--- config.mk ---
export PLATFORM = sky130hd
export DESIGN_NAME = pwp_bank
export DESIGN_NICKNAME = d
export VERILOG_FILES = /design/src/pwp_pkg.sv /design/src/pwp_cell.sv /design/src/pwp_bank.sv
export SDC_FILE = /design/constraint.sdc
export NUM_CORES = 1
export LEC_CHECK = 0
export BUFFER_PORTS_ARGS = -buffer_cell sky130_fd_sc_hd__clkbuf_2
export CELL_PAD_IN_SITES_DETAIL_PLACEMENT = 0
export CELL_PAD_IN_SITES_GLOBAL_PLACEMENT = 1
export CORE_UTILIZATION = 32
export CTS_CLUSTER_DIAMETER = 30
export CTS_CLUSTER_SIZE = 12
export DETAILED_ROUTE_END_ITERATION = 12
export GPL_ROUTABILITY_DRIVEN = 1
export GPL_TIMING_DRIVEN = 0
export MAX_ROUTING_LAYER = met4
export PLACE_DENSITY = 0.85
export REMOVE_ABC_BUFFERS = 1
export SLEW_MARGIN = 20
export SYNTH_ARGS = -nofsm -noshare
export SYNTH_HDL_FRONTEND = slang
export SYNTH_SLANG_ARGS = --single-unit
export TNS_END_PERCENT = 100
--- constraint.sdc ---
create_clock -name clk -period 2 [get_ports clk]
set_clock_uncertainty 0.2 [all_clocks]
set_input_delay 0.6 -clock clk [delete_from_list [all_inputs] [get_ports clk]]
set_output_delay 0.6 -clock clk [all_outputs]
set_load 0.01 [all_outputs]
--- src/pwp_pkg.sv ---
// Constants for the peripheral write-protect bank of the third bridge
package pwp_pkg;
  localparam int unsigned ADDR_W = 8;
  localparam int unsigned DATA_W = 32;

  // Register offsets
  localparam logic [7:0] OFF_PROTECT_CLEAR = 8'h00;
  localparam logic [7:0] OFF_PROTECT_SET   = 8'h04;

  // Value of the bank after reset
  localparam logic [31:0] GUARD_RESET = 32'h0080_0000;

  // Bit positions of the guarded peripherals
  localparam int unsigned POS_EVENT_ROUTER   = 1;
  localparam int unsigned POS_SERIAL_LO      = 2;
  localparam int unsigned POS_SERIAL_HI      = 7;
  localparam int unsigned POS_TIMER_LO       = 8;
  localparam int unsigned POS_TIMER_HI       = 15;
  localparam int unsigned POS_ADC            = 16;
  localparam int unsigned POS_ANALOG_COMP    = 17;
  localparam int unsigned POS_DAC            = 18;
  localparam int unsigned POS_TOUCH_SENSE    = 19;

  // Bits that software may change
  localparam logic [31:0] GUARD_WRITABLE = 32'h000F_FFFE;
endpackage

--- src/pwp_cell.sv ---
// One write-protect flag with set and clear strobes
`timescale 1ns/1ps
`default_nettype none
module pwp_cell #(
  parameter logic RST_VAL  = 1'b0,
  parameter logic WRITABLE = 1'b1
) (
  input  wire logic clk,     // Bus clock
  input  wire logic rst_n,   // Synchronous reset, active low
  input  wire logic ce,      // Clock enable
  input  wire logic set_req, // Write of one to the set register
  input  wire logic clr_req, // Write of one to the clear register
  output var  logic q        // Current protection state
);
  logic next_q;

  always_comb begin
    next_q = q;
    if (WRITABLE && set_req) begin
      next_q = 1'b1;
    end else if (WRITABLE && clr_req) begin
      next_q = 1'b0;
    end
  end

  always_ff @(posedge clk) begin
    if (!rst_n) begin
      q <= RST_VAL;
    end else if (ce) begin
      q <= next_q;
    end
  end
endmodule
`default_nettype wire

--- src/pwp_bank.sv ---
// Write-protect register bank for the peripherals of the third bridge
`timescale 1ns/1ps
`default_nettype none
module pwp_bank (
  input  wire logic        clk,       // Bus clock, 100 MHz
  input  wire logic        rst_n,     // Synchronous reset, active low
  input  wire logic        ce,        // Clock enable, freezes all state
  input  wire logic [7:0]  reg_addr,  // Byte offset of the access
  input  wire logic        reg_wr,    // Write strobe
  input  wire logic        reg_rd,    // Read strobe
  input  wire logic [31:0] reg_wdata, // Write data
  output var  logic [31:0] reg_rdata, // Read data, valid after read
  output var  logic        reg_err,   // Access to unmapped offset
  output var  logic [31:0] guard      // Protection state per peripheral
);
  ////////////////////////////////////////////////////////////////////////
  // Address decode
  logic        hit_set;
  logic        hit_clr;
  logic [31:0] set_bits;
  logic [31:0] clr_bits;

  always_comb begin
    hit_set = 1'b0;
    hit_clr = 1'b0;
    if (reg_addr == pwp_pkg::OFF_PROTECT_SET) begin
      hit_set = 1'b1;
    end else if (reg_addr == pwp_pkg::OFF_PROTECT_CLEAR) begin
      hit_clr = 1'b1;
    end
  end

  // Zeros written select nothing
  assign set_bits = (reg_wr && hit_set) ? reg_wdata : 32'h0000_0000;
  assign clr_bits = (reg_wr && hit_clr) ? reg_wdata : 32'h0000_0000;

  ////////////////////////////////////////////////////////////////////////
  // Protection flags, one per bit position
  genvar gi;
  generate
    for (gi = 0; gi < 32; gi++) begin : g_bit
      pwp_cell #(
        .RST_VAL  (pwp_pkg::GUARD_RESET[gi]),
        .WRITABLE (pwp_pkg::GUARD_WRITABLE[gi])
      ) u_cell (
        .clk     (clk),
        .rst_n   (rst_n),
        .ce      (ce),
        .set_req (set_bits[gi]),
        .clr_req (clr_bits[gi]),
        .q       (guard[gi])
      );
    end
  endgenerate

  ////////////////////////////////////////////////////////////////////////
  // Read path
  logic [31:0] next_rdata;
  logic        next_err;

  always_comb begin
    next_rdata = reg_rdata;
    next_err   = reg_err;
    if (reg_rd || reg_wr) begin
      next_err   = !(hit_set || hit_clr);
      next_rdata = 32'h0000_0000;
      if (reg_rd && (hit_set || hit_clr)) begin
        next_rdata = guard;
      end
    end else begin
      next_err = 1'b0;
    end
  end

  always_ff @(posedge clk) begin
    if (!rst_n) begin
      reg_rdata <= 32'h0000_0000;
      reg_err   <= 1'b0;
    end else if (ce) begin
      reg_rdata <= next_rdata;
      reg_err   <= next_err;
    end
  end

  ////////////////////////////////////////////////////////////////////////
  // Checks
  localparam int unsigned SER_LO = pwp_pkg::POS_SERIAL_LO;
  localparam int unsigned SER_HI = pwp_pkg::POS_SERIAL_HI;
  localparam int unsigned TMR_LO = pwp_pkg::POS_TIMER_LO;
  localparam int unsigned TMR_HI = pwp_pkg::POS_TIMER_HI;
  localparam int unsigned ANA_LO = pwp_pkg::POS_ADC;
  localparam int unsigned ANA_HI = pwp_pkg::POS_TOUCH_SENSE;

  property p_set_zero_keeps;
    @(posedge clk) disable iff (!rst_n)
      (ce && reg_wr && reg_addr == pwp_pkg::OFF_PROTECT_SET)
      |=> ((guard & ~$past(reg_wdata)) == ($past(guard) & ~$past(reg_wdata)));
  endproperty
  a_set_zero_keeps: assert property (p_set_zero_keeps)
    else $error("set write with zero changed a protection bit");

  property p_set_one_protects;
    @(posedge clk) disable iff (!rst_n)
      (ce && reg_wr && reg_addr == pwp_pkg::OFF_PROTECT_SET)
      |=> ((guard & $past(reg_wdata) & pwp_pkg::GUARD_WRITABLE)
           == ($past(reg_wdata) & pwp_pkg::GUARD_WRITABLE));
  endproperty
  a_set_one_protects: assert property (p_set_one_protects)
    else $error("set write with one did not protect");

  property p_serial_readback;
    @(posedge clk) disable iff (!rst_n)
      (ce && reg_rd && reg_addr == pwp_pkg::OFF_PROTECT_SET)
      |=> (reg_rdata[7:2] == $past(guard[7:2]));
  endproperty
  a_serial_readback: assert property (p_serial_readback)
    else $error("serial unit bits read back wrong");

  property p_timer_readback;
    @(posedge clk) disable iff (!rst_n)
      (ce && reg_rd && reg_addr == pwp_pkg::OFF_PROTECT_CLEAR)
      |=> (reg_rdata[15:8] == $past(guard[15:8]));
  endproperty
  a_timer_readback: assert property (p_timer_readback)
    else $error("timer bits read back wrong");

  property p_fixed_bits;
    @(posedge clk) disable iff (!rst_n)
      ((guard & ~pwp_pkg::GUARD_WRITABLE)
       == (pwp_pkg::GUARD_RESET & ~pwp_pkg::GUARD_WRITABLE));
  endproperty
  a_fixed_bits: assert property (p_fixed_bits)
    else $error("a bit outside the peripheral positions moved");

  property p_reset_value;
    @(posedge clk) (!rst_n) |=> (guard == pwp_pkg::GUARD_RESET
                                 && reg_rdata == 32'h0000_0000);
  endproperty
  a_reset_value: assert property (p_reset_value)
    else $error("state after reset is wrong");

  property p_analog_readback;
    @(posedge clk) disable iff (!rst_n)
      (ce && reg_rd && !reg_wr && reg_addr == pwp_pkg::OFF_PROTECT_SET)
      |=> (reg_rdata[19:16] == $past(guard[19:16])
           && reg_rdata[1] == $past(guard[1]) && !reg_rdata[0]);
  endproperty
  a_analog_readback: assert property (p_analog_readback)
    else $error("event router or analog bits read back wrong");

  property p_clear_one;
    @(posedge clk) disable iff (!rst_n)
      (ce && reg_wr && reg_addr == pwp_pkg::OFF_PROTECT_CLEAR)
      |=> ((guard & $past(reg_wdata) & pwp_pkg::GUARD_WRITABLE) == 32'h0
           && (guard & ~$past(reg_wdata))
              == ($past(guard) & ~$past(reg_wdata)));
  endproperty
  a_clear_one: assert property (p_clear_one)
    else $error("clear write did not act on exactly the ones");

  property p_ce_freeze;
    @(posedge clk) disable iff (!rst_n)
      (!ce) |=> ($stable(guard) && $stable(reg_rdata));
  endproperty
  a_ce_freeze: assert property (p_ce_freeze)
    else $error("state moved while clock enable low");

  property p_event_router_set;
    @(posedge clk) disable iff (!rst_n)
      (ce && reg_wr && reg_addr == pwp_pkg::OFF_PROTECT_SET
       && reg_wdata[pwp_pkg::POS_EVENT_ROUTER])
      |=> guard[pwp_pkg::POS_EVENT_ROUTER];
  endproperty
  a_event_router_set: assert property (p_event_router_set)
    else $error("event router bit did not protect");

  property p_serial_set;
    @(posedge clk) disable iff (!rst_n)
      (ce && reg_wr && reg_addr == pwp_pkg::OFF_PROTECT_SET)
      |=> ((guard[SER_HI:SER_LO] & $past(reg_wdata[SER_HI:SER_LO]))
           == $past(reg_wdata[SER_HI:SER_LO]));
  endproperty
  a_serial_set: assert property (p_serial_set)
    else $error("serial unit bit did not protect");

  property p_timer_clear;
    @(posedge clk) disable iff (!rst_n)
      (ce && reg_wr && reg_addr == pwp_pkg::OFF_PROTECT_CLEAR)
      |=> ((guard[TMR_HI:TMR_LO] & $past(reg_wdata[TMR_HI:TMR_LO])) == 8'h00);
  endproperty
  a_timer_clear: assert property (p_timer_clear)
    else $error("timer bit did not unprotect");

  property p_analog_set;
    @(posedge clk) disable iff (!rst_n)
      (ce && reg_wr && reg_addr == pwp_pkg::OFF_PROTECT_SET)
      |=> ((guard[ANA_HI:ANA_LO] & $past(reg_wdata[ANA_HI:ANA_LO]))
           == $past(reg_wdata[ANA_HI:ANA_LO]));
  endproperty
  a_analog_set: assert property (p_analog_set)
    else $error("analog or touch bit did not protect");

  property p_full_readback;
    @(posedge clk) disable iff (!rst_n)
      (ce && reg_rd && (reg_addr == pwp_pkg::OFF_PROTECT_SET
                        || reg_addr == pwp_pkg::OFF_PROTECT_CLEAR))
      |=> (reg_rdata == $past(guard));
  endproperty
  a_full_readback: assert property (p_full_readback)
    else $error("read data differs from protection state");

  property p_fixed_readback;
    @(posedge clk) disable iff (!rst_n)
      (ce && reg_rd && reg_addr == pwp_pkg::OFF_PROTECT_SET)
      |=> ((reg_rdata & ~pwp_pkg::GUARD_WRITABLE)
           == (pwp_pkg::GUARD_RESET & ~pwp_pkg::GUARD_WRITABLE));
  endproperty
  a_fixed_readback: assert property (p_fixed_readback)
    else $error("fixed bits read back wrong");

  property p_event_router_clear;
    @(posedge clk) disable iff (!rst_n)
      (ce && reg_wr && reg_addr == pwp_pkg::OFF_PROTECT_CLEAR
       && reg_wdata[pwp_pkg::POS_EVENT_ROUTER])
      |=> !guard[pwp_pkg::POS_EVENT_ROUTER];
  endproperty
  a_event_router_clear: assert property (p_event_router_clear)
    else $error("event router bit did not unprotect");
endmodule
`default_nettype wire

After elaboration in Yosys (flattened, before gate mapping)

Index checks and enable logic that the tools add are counted.

Bits of input ports: 45
Register bits: 52
Output and inout port bits: 65

Reductions and logical operators: 46
Equality and inequality tests: 1
Multiplexer cells: 45

Operators by type and width:

| cell                 | number |
|---|---|
| $mux W1              | 42 |
| $mux W20             | 2 |
| $reduce_and A2 Y1    | 20 |
| $reduce_bool A2 Y1   | 19 |
| $mux W24             | 1 |
| $eq A8 B3 Y1 const B | 1 |
| $logic_not A8 Y1     | 1 |
| $logic_and A1 B1 Y1  | 3 |
| $logic_or A1 B1 Y1   | 2 |
| $logic_not A1 Y1     | 1 |

Longest topological paths before layout

Gate-level depths: netlist (run 1).

Depth after elaboration: 7
Gate-level depth with buffers: 5

Modules after synthesis

Synthesis (run 1) repeated with hierarchy kept, for this count alone.

Cell total of the unflattened synthesis: 256
Area, all modules: 2429.8 sq um

By module, submodules not included:

| module                           | cells each | instances | area an instance (sq um) |
|---|---|---|---|
| pwp_bank                         | 154        | 1         | 1546.5 |
| pwp_cell at g_bit[10].u_cell ... | 4          | 19        | 38.8 |
| pwp_cell at g_bit[0].u_cell ...  | 2          | 13        | 11.3 |

Worst setup path after synthesis (run 1)

OpenSTA, ideal clock, no wires.

Path type: in2reg
Start point: in reg_addr[5]
End point: reg g_bit[9].u_cell.q
Slack: 276 ps
Required time: 1668 ps
Cell stages on the path: 4
Setup time: 132 ps
Arrival time: 1392 ps
Cell sequence: nor4_4 > buf_6 > nand4_1 > mux2i_1

Word-level cells in the longest chain between the ends: 7

RTL lines:

| what                         | line           | RTL |
|---|---|---|
| start: declaration           | pwp_bank.sv:8  | `input wire logic [7:0] reg_addr,` |
| $logic_not A8 Y1             | pwp_bank.sv:28 | `end else if (reg_addr == pwp_pkg::OFF_PROTECT_CLEAR) begin` |
| $mux W1                      | pwp_bank.sv:28 |  |
| $mux W1                      | pwp_bank.sv:26 | `if (reg_addr == pwp_pkg::OFF_PROTECT_SET) begin` |
| $logic_and A1 B1 Y1          | pwp_bank.sv:35 | `assign clr_bits = (reg_wr && hit_clr) ? reg_wdata : 32'h0000_0000;` |
| $mux W20                     | pwp_bank.sv:35 |  |
| $reduce_bool A2 Y1 (no line) | n/a            |  |
| $reduce_and A2 Y1 (no line)  | n/a            |  |
| end signal: assignment       | pwp_cell.sv:30 | `q <= next_q;` |
| end: declaration             | pwp_cell.sv:13 | `output var logic q` |

Several ways; a longest one is shown, not always the timed one.
A chain may end at the register's enable or synchronous reset.

Final worst setup path (run 1)

Start point: in reg_wr
End point: reg reg_rdata[5]

Word-level cells in the longest chain between the ends: 2

RTL lines:

| what                        | line           | RTL |
|---|---|---|
| start: declaration          | pwp_bank.sv:9  | `input wire logic reg_wr,` |
| $logic_or A1 B1 Y1          | pwp_bank.sv:64 | `if (reg_rd \|\| reg_wr) begin` |
| $reduce_and A2 Y1 (no line) | n/a            |  |
| end signal: assignment      | pwp_bank.sv:80 | `reg_rdata <= next_rdata;` |
| end: declaration            | pwp_bank.sv:12 | `output var logic [31:0] reg_rdata,` |

No other way between the ends.

==> metrics.cfg, run 1 <==
[sta]
finalSetupTns_ps=0
hold_violations=0
finalSetupViolCount=0
grt_setup_unrepaired=no
finalCritPeriodShare=0.942
final.min_clock_period_ps=1880
tightest_slew_ps=532
slew_viol_final=0
timing.hold.ws_ps=267
slew_headroom=0.645
worst_slack_ps=117
fmax_mhz=531

[floorplanning]
die-area_sq_mm=0.00654
ios=110
core_sq_mm=0.00596
std_cell_rows=28
initial_core_util=0.334
die_w_um=80.8
die_height_um=80.8

[routing]
ant_nets=0
vias_per_cell=4.69
drt-total-wl_um=4320
drc=0
drtIter0Drc=28
dr_total_vias=1469
dr.pass1.iters=4
routedWlPerCell_um=13.8

[place]
gp_congestion=0.638
hpwl_um=2900
place_ws_ps=-661
dpl-instance-area_sq_mm=0.00211
post-place-cells=301
port-buffer-count=71

[status]
status=finished clean

[final_layout]
drive_gt1_frac=0.433
diodes=0
fin_nets=282
fin_area_sq_mm=0.00225
fin_cells=313
area_delta_synth_final_pct=13.3
nFillCells=613
final_util=0.379

[yosys]
ys_seq_area_frac=0.403
yosysWarnings=0
ys_ff_latch=40
synth_area_sq_mm=0.00199
synth.distinct_cells=21
syn-instance-count=187
avgSynthCellArea_sq_um=10.6
synth_top_area_share=0.403
yosys.area.top_type=dfxtp_1
ys_top_cells_by_area=dfxtp_1, buf_4, mux2i_1

[global_route]
grt_max_degree=24
grt_first_pass_wirelength_um=6640
grt_util_met2=0.224
top_usage_layer=met2
use_met3=0.0360
grtUsageTotal=0.139
grt_pass1_vias=1342
met1_usage=0.170
antenna_found_initial=0
grt_overflow_total=0

[setup_path]
crit_chain=clkbuf_2 > o21ai_0 > and2_4 > o2bb2ai_1
end_kind=flip-flop
critPathKind=primary input to flip-flop
r2r_end=reg_err
ff2ff_path_depth=2
rrSetupSlack_ps=1100
cp_slowest_cell=and2_4
slowest_delay_ps=410
critPathTopFamily=compound AO/OA/AOI/OAI gates
crit_buf_inv=1
start_kind=primary input
arrival_ps=1900
cp.required_ps=2010
cp_max_fo=20
worstReg2RegStart=reg_err

[pwr]
power.density_mw_per_mm2=701
p_leak_nw=1.12
total_power_mw=1.58
peakVddDrop_uv=465

[clocking]
clock_sinks=40
cts_tree=built
clockBufferDepth=2
cts_buffers=5
clk_latency_ps=280
clkTransAtPathRegs_ps=80
htree_levels=2
cts-root-buf=clkbuf_8

[flow_run]
drv_cap=0

[min_path]
hold_end=reg_rdata[9]
worstHoldStart=reg_rdata[9]
worstHoldPathCells=1
hold_path_class=flip-flop to flip-flop

[sequential cells by signal, indices dropped and copies added (netlist names)]
register and cells:
g_bit.u_cell.q 19, reg_err 1, reg_rdata 20
[final cells by class]
cell class              count  area [sq um]  share of cell area
well taps                  75          93.8              0.0416
repair buffers             77           412               0.183
multi-input cells         113           837               0.371
flip-flops and latches     40           801               0.355
clock buffers               5          68.8              0.0305
clock inverters             3          42.5              0.0189
[per-layer routing]
metal / up-vias / wire [um] / part of all wire
met5: - / 0 / 0
met3: 4 / 298 / 0.069
li1: 687 / - / -
met2: 77 / 2030 / 0.47
met1: 701 / 1950 / 0.45
met4: 0 / 34 / 0.0079
[synth_stat cells, drive strengths merged]
master	n
dfxtp	40
o21ai	1
clkbuf	3
a21oi	1
mux2i	19
nand2	21
nand3	1
and2	1
nor4	1
o21a	1
nor2b	1
a21boi	1
nor4b	1
conb	2
nand4	19
o2bb2ai	19
buf	54
nor3	1
[report_power, final]
| part | total [mW] | switching (mW) | internal, mW |
|---|---|---|---|
| clock | 0.661 | 0.292 | 0.369 |
| sequential | 0.798 | 0.000668 | 0.797 |
| combinational | 0.121 | 0.0833 | 0.0379 |
[cells in the final DEF (no fill, tap or decap), types with 3 or more instances in the layout]
cell	instances
nand4_1	16
buf_4	4
clkbuf_8	5
dfxtp_1	40
o2bb2ai_1	10
nand2_1	20
o2bb2ai_2	9
clkbuf_2	71
mux2i_1	19
conb_1	25
nand4_2	3
[worst max path at each step]
stage / end / startpoint / cells after the start
final: reg_rdata[5] / reg_wr / 4
after global routing: reg_rdata[2] / reg_wr / 4
after CTS: g_bit[12].u_cell.q / rst_n / 3
after detailed placement: reg_rdata[5] / reg_wr / 4
after global placement: reg_rdata[8] / reg_addr[5] / 4
after floorplan: reg_rdata[19] / reg_addr[5] / 3
[cell families (layout without fill, tap and decap cells)]
family	count (synthesis)	after routing	synth area share
other	2	25	0.00377
buffers and inverters	57	85	0.223
DFF	40	40	0.403
and+or+nand+nor	46	46	0.149
AOI/OAI and AO/OA	23	23	0.126
muxes	19	19	0.0956
[repair_timing]
action                                  4_1_cts  5_1_grt
pin swaps                                     2        0
gates resized for setup                       2        1
hold buffers                                  0        0
endpoints found under the setup margin       39       19
setup buffers                                 4        0
gates cloned                                  0        0
(Power assumes the default switching activity.)
==> inputs of run 2 (changes only) <==
--- a/config.mk
+++ b/config.mk
@@ -5,17 +5,18 @@
 export SDC_FILE = /design/constraint.sdc
 export NUM_CORES = 1
 export LEC_CHECK = 0
+export ABC_AREA = 1
 export BUFFER_PORTS_ARGS = -buffer_cell sky130_fd_sc_hd__clkbuf_2
 export CELL_PAD_IN_SITES_DETAIL_PLACEMENT = 0
 export CELL_PAD_IN_SITES_GLOBAL_PLACEMENT = 1
-export CORE_UTILIZATION = 32
+export CORE_UTILIZATION = 33
 export CTS_CLUSTER_DIAMETER = 30
 export CTS_CLUSTER_SIZE = 12
 export DETAILED_ROUTE_END_ITERATION = 12
 export GPL_ROUTABILITY_DRIVEN = 1
 export GPL_TIMING_DRIVEN = 0
 export MAX_ROUTING_LAYER = met4
-export PLACE_DENSITY = 0.85
+export PLACE_DENSITY = 0.86
 export REMOVE_ABC_BUFFERS = 1
 export SLEW_MARGIN = 20
 export SYNTH_ARGS = -nofsm -noshare
==> run 2 against run 1 <==
  * First-iteration DRC count grew 71%
  * Die area rose by 19%
  * Sequential share of layout area fell by 6.1 points
  * Wire length increased by 21%
  * Count of clock-buffer cells in the layout up 3
  * Register-to-register slack gained 20 ps
  * Via count grew 35%
  * Utilization is 0.15 points lower
  * Critical endpoint is now reg_rdata[17]
  * Largest cell class unchanged
==> metrics.cfg, run 2 <==
[setup_path]
critPathKind=primary input to flip-flop
arrival_ps=1790
crit_chain=clkbuf_4 > inv_1 > nor2_2 > clkinvlp_4 > buf_4 > nand2_1 > a21oi_2
end_kind=flip-flop
critPathTopFamily=buffers and inverters
start_kind=primary input
slowest_delay_ps=310
cp_slowest_cell=nor2_2
crit_buf_inv=4
cp.required_ps=1950
cp_max_fo=21

[pwr]
comb_power_share=0.118
switching_share=0.262
internal_power_mw=1.13
power_frac_clock=0.361
peakVddDrop_uv=212
power.switching_mw=0.401
seq_power_share=0.521
power.density_mw_per_mm2=563
p_leak_nw=1.17

[global_route]
grt_util_met2=0.234
antenna_found_initial=0
grt_pass1_vias=1766
grt_first_pass_wirelength_um=8420
met1_usage=0.183
use_met3=0.0317
grt_overflow_total=0
grt_max_degree=40
grtUsageTotal=0.143
top_usage_layer=met2

[min_path]
hold_path_class=flip-flop to flip-flop

[place]
gp_congestion=0.690
post-place-cells=447
hpwl_um=3480
place_ws_ps=-597
port-buffer-count=71

[routing]
routedWlPerCell_um=11.4
drc=0
dr.pass1.iters=4
drtIter0Drc=48
drt-total-wl_um=5240
vias_per_cell=4.31
dr_total_vias=1977
ant_nets=0

[floorplanning]
std_cell_rows=31
die-area_sq_mm=0.00780
initial_core_util=0.341
core_sq_mm=0.00721
die_w_um=88.3
ios=110
die_height_um=88.3

[clocking]
cts_buffers=5
htree_levels=2
clkTransAtPathRegs_ps=80
clock_sinks=40
clockBufferDepth=2
holdBufCountCts=0
clk_latency_ps=280
cts-root-buf=clkbuf_8
cts_tree=built

[status]
status=finished clean

[sta]
finalCritPeriodShare=0.920
grt_setup_unrepaired=no
final.min_clock_period_ps=1840
finalSetupViolCount=0
tightest_slew_ps=558
timing.hold.ws_ps=267
slew_viol_final=0
slew_headroom=0.628
finalSetupTns_ps=0
fmax_mhz=543
hold_violations=0
worst_slack_ps=160

[final_layout]
fin_nets=404
drive_gt1_frac=0.406
largestRegisters=reg_rdata (20), g_bit.u_cell.q (19), reg_err (1)
final_util=0.377
final_cell_mix=clkbuf_2, nand2_1, dfxtp_1
diodes=0
largest_register=reg_rdata
area_delta_synth_final_pct=10.7
fin_cells=459
largest_reg_flops=20
final_common_cell=clkbuf_2

[yosys]
synth_top_area_share=0.326
syn-instance-count=315
synth_edf_count=0
synth_area_sq_mm=0.00246
ys_ff_latch=40
ys_top_cells_by_area=dfxtp_1, buf_4, a21oi_2
yosysWarnings=0
synth.distinct_cells=23
synth_ff_type=dfxtp_1
synth_common_cells=nand2_1, buf_4, dfxtp_1, nand3_1, inv_1
yosys.area.top_type=dfxtp_1
synth_most_common_cell=nand2_1
synthArstFlopShare=0
ys_seq_area_frac=0.326
avgSynthCellArea_sq_um=7.80

[flow_run]
drv_cap=0

## run 2: changes by cell type after synthesis, moves of 11 or more
cell,previous run,this run
a21oi_1,1,12
a21oi_2,0,28
inv_1,0,30
mux2i_1,19,0
nand2_1,21,65
nand3_1,0,37
nand3_2,0,21
nand4_1,16,0
## run 2: area by class of cell
| cell class | count | area (sq um) |
|---|---|---|
| clock buffers | 8 | 90.1 |
| fillers | 765 | 4490 |
| inverters | 32 | 133 |
| multi-input cells | 204 | 1150 |
| flip-flops and latches | 40 | 801 |
| well taps | 99 | 124 |
| repair buffers | 75 | 417 |
| repair inverters | 1 | 7.51 |
## run 2: power by group through the flow
stage	logic [mW]	registers (mW)	clock network, mW
2_1_floorplan	0.0870	0.818	0
3_3_place_gp	0.158	0.817	0
3_5_place_dp	0.167	0.817	0
4_1_cts	0.179	0.798	0.581
5_1_grt	0.202	0.798	0.619
6_report	0.180	0.798	0.554
## run 2: kinds of logic (layout without fill, tap and decap cells)
group	count (synthesis)	count (layout)	share of synthesized area
AOI/OAI and AO/OA	40	40	0.124
buffers and inverters	94	116	0.243
DFF	40	40	0.326
other	2	25	0.00306
and+or+nand+nor	139	139	0.304
## run 2: worst paths after layout
kind,from,endpoint,slack [ps],cells past startpoint
worst min register to register,reg_rdata[23],reg_rdata[23],270,2
worst max-delay path,ce,reg_rdata[17],160,7
worst min-delay path,reg_rdata[23],reg_rdata[23],270,2
worst max register to register,g_bit[17].u_cell.q,reg_rdata[17],1120,2
## run 2: through the flow
stage	instance area, sq um	power (mW)
floorplan	2070	0.905
global placement	2550	0.975
detailed placement	2580	0.984
CTS	2710	1.56
global route	2720	1.62
finish	2720	1.53
## run 2: metal layers
layer,vias up,part of all wire
li1,1021,-
met4,0,0
met2,56,0.49
met3,0,0.044
met1,900,0.46
met5,-,0
## run 2: what timing repair did
item                       CTS  global route
gates cloned                 1             0
setup buffers                1             2
hold endpoints to repair     0             0
setup endpoints to repair   20             3
resized for setup            7             0
## run 2: worst reg2reg max path, stage by stage (launching register included)
cell,delay [ps]
dfxtp_1,380
nand3_2,100
a21oi_2,140
==> inputs of run 3 (changes only) <==
--- a/config.mk
+++ b/config.mk
@@ -14,7 +14,7 @@
 export CTS_CLUSTER_SIZE = 12
 export DETAILED_ROUTE_END_ITERATION = 12
 export GPL_ROUTABILITY_DRIVEN = 1
-export GPL_TIMING_DRIVEN = 0
+export GPL_TIMING_DRIVEN = 1
 export MAX_ROUTING_LAYER = met4
 export PLACE_DENSITY = 0.86
 export REMOVE_ABC_BUFFERS = 1
==> run 3 against run 2 <==
  * Hold slack better by 4.0 ps
  * First-iteration DRC count increased by 88%
  * Wire length is 0.29% lower
  * Setup slack better by 140 ps
  * Global-route usage increased by 0.11 points
==> metrics.cfg, run 3 (same netlist as run 2, synthesis figures left out) <==
[final_layout]
final_cell_mix=clkbuf_2, nand2_1, dfxtp_1
largest_reg_flops=20
final_common_cell=clkbuf_2
multi_input_comb_area_sq_mm=0.00115
area_delta_synth_final_pct=9.83
largestRegisters=reg_rdata (20), g_bit.u_cell.q (19), reg_err (1)
final_util=0.374
fin_nets=405
regArea_sq_um=801
drive_gt1_frac=0.400
fin_cells=459
fin_area_sq_mm=0.00270
largest_register=reg_rdata
nFillCells=778
diodes=0

[sta]
worst_slack_ps=302
fmax_mhz=589
final.min_clock_period_ps=1700
finalCritPeriodShare=0.849
finalSetupViolCount=0
timing.hold.ws_ps=271
slew_viol_final=0
hold_violations=0
tightest_slew_ps=695
slew_headroom=0.536
finalSetupTns_ps=0
grt_setup_unrepaired=no

[routing]
ant_nets=0
dr_total_vias=1977
vias_per_cell=4.31
routedWlPerCell_um=11.4
dr.pass1.iters=6
drc=0
drt-total-wl_um=5220
drtIter0Drc=90

[setup_path]
end_kind=flip-flop
crit_start=reg_wr
cp_max_fo=20
slowest_delay_ps=510
rrSetupSlack_ps=1110
arrival_ps=1710
cpMostUsedCell=nor2_1
ff2ff_path_depth=2
cp_slowest_cell=inv_1
r2r_end=reg_rdata[5]
crit_chain=clkbuf_2 > nor2_1 > nor2_1 > inv_1 > nand2_1 > a21oi_2
critPathTopFamily=buffers and inverters
worstReg2RegStart=g_bit[5].u_cell.q
cp.required_ps=2010
crit_buf_inv=2
start_kind=primary input
critPathKind=primary input to flip-flop

[place]
post-place-cells=452
hpwl_um=3620
dpl-instance-area_sq_mm=0.00262
place_ws_ps=-16.0
gp_congestion=0.726
port-buffer-count=71

[global_route]
grt_max_degree=41
antenna_found_initial=0
grt_first_pass_wirelength_um=8540
grtUsageTotal=0.145
grt_overflow_total=0
grt_pass1_vias=1820

[min_path]
hold_path_class=flip-flop to flip-flop
worstHoldPathCells=2
hold_end=reg_err
worstHoldStart=reg_err

[clocking]
htree_levels=2
cts_resized=0
postCtsSetupBuffers=0
clkTransAtPathRegs_ps=70
clk_latency_ps=280
cts_buffers=5
clock_sinks=40
holdBufCountCts=0
clockBufferDepth=2
cts-root-buf=clkbuf_8
cts_tree=built

[flow_run]
drv_cap=0

[pwr]
internal_power_mw=1.08
p_leak_nw=1.19
power.switching_mw=0.392
peakVddDrop_uv=288
power.density_mw_per_mm2=547
switching_share=0.266
seq_power_share=0.541
power_frac_clock=0.343
comb_power_share=0.116
total_power_mw=1.48

[floorplanning]
die_w_um=88.3
initial_core_util=0.341
ios=110
die-area_sq_mm=0.00780
die_height_um=88.3
std_cell_rows=31
core_sq_mm=0.00721

[status]
status=finished clean

-- run 3: changes by cell type in the layout (fill, tap and decap cells not counted), sizes merged --
cell,before,now
clkinv,0,1
buf,4,6
inv,30,32
clkbuf,79,77
clkinvlp,3,0
-- run 3: tightest hold or removal path: stages, from the launching register on --
cell     delay [ps]
dfxtp_1         310
nand2_1          60
a21oi_1          50
-- run 3: worst max path at each step --
stage                          to  slack, ps  cells past startpoint
2_1_floorplan  g_bit[10].u_cell.q         50                      2
3_3_place_gp         reg_rdata[7]         40                      6
3_5_place_dp        reg_rdata[17]        -20                      6
4_1_cts              reg_rdata[2]        290                      6
5_1_grt              reg_rdata[2]        180                      6
6_report             reg_rdata[2]        300                      6
-- run 3: final cells by class --
| cell class | count | share of cell area |
|---|---|---|
| flip-flops and latches | 40 | 0.297 |
| well taps | 99 | 0.0459 |
| multi-input cells | 204 | 0.425 |
| inverters | 32 | 0.0464 |
| clock buffers | 6 | 0.0269 |
| repair buffers | 77 | 0.158 |
| clock inverters | 1 | 0.00185 |
-- run 3: power groups by stage --
| stage | Combinational [mW] | Clock [mW] | Sequential [mW] |
|---|---|---|---|
| 2_1_floorplan | 0.0870 | 0 | 0.818 |
| 3_3_place_gp | 0.170 | 0 | 0.817 |
| 3_5_place_dp | 0.172 | 0 | 0.817 |
| 4_1_cts | 0.173 | 0.530 | 0.798 |
| 5_1_grt | 0.194 | 0.564 | 0.798 |
| 6_report | 0.171 | 0.506 | 0.798 |
-- run 3: per-layer routing --
layer / wire, um / track usage / vias up
met3: 228 / 0.0317 / 2
met4: 10 / 0.0264 / 0
met2: 2540 / 0.250 / 54
li1: - / - / 1015
met1: 2450 / 0.174 / 906
met5: 0 / - / -
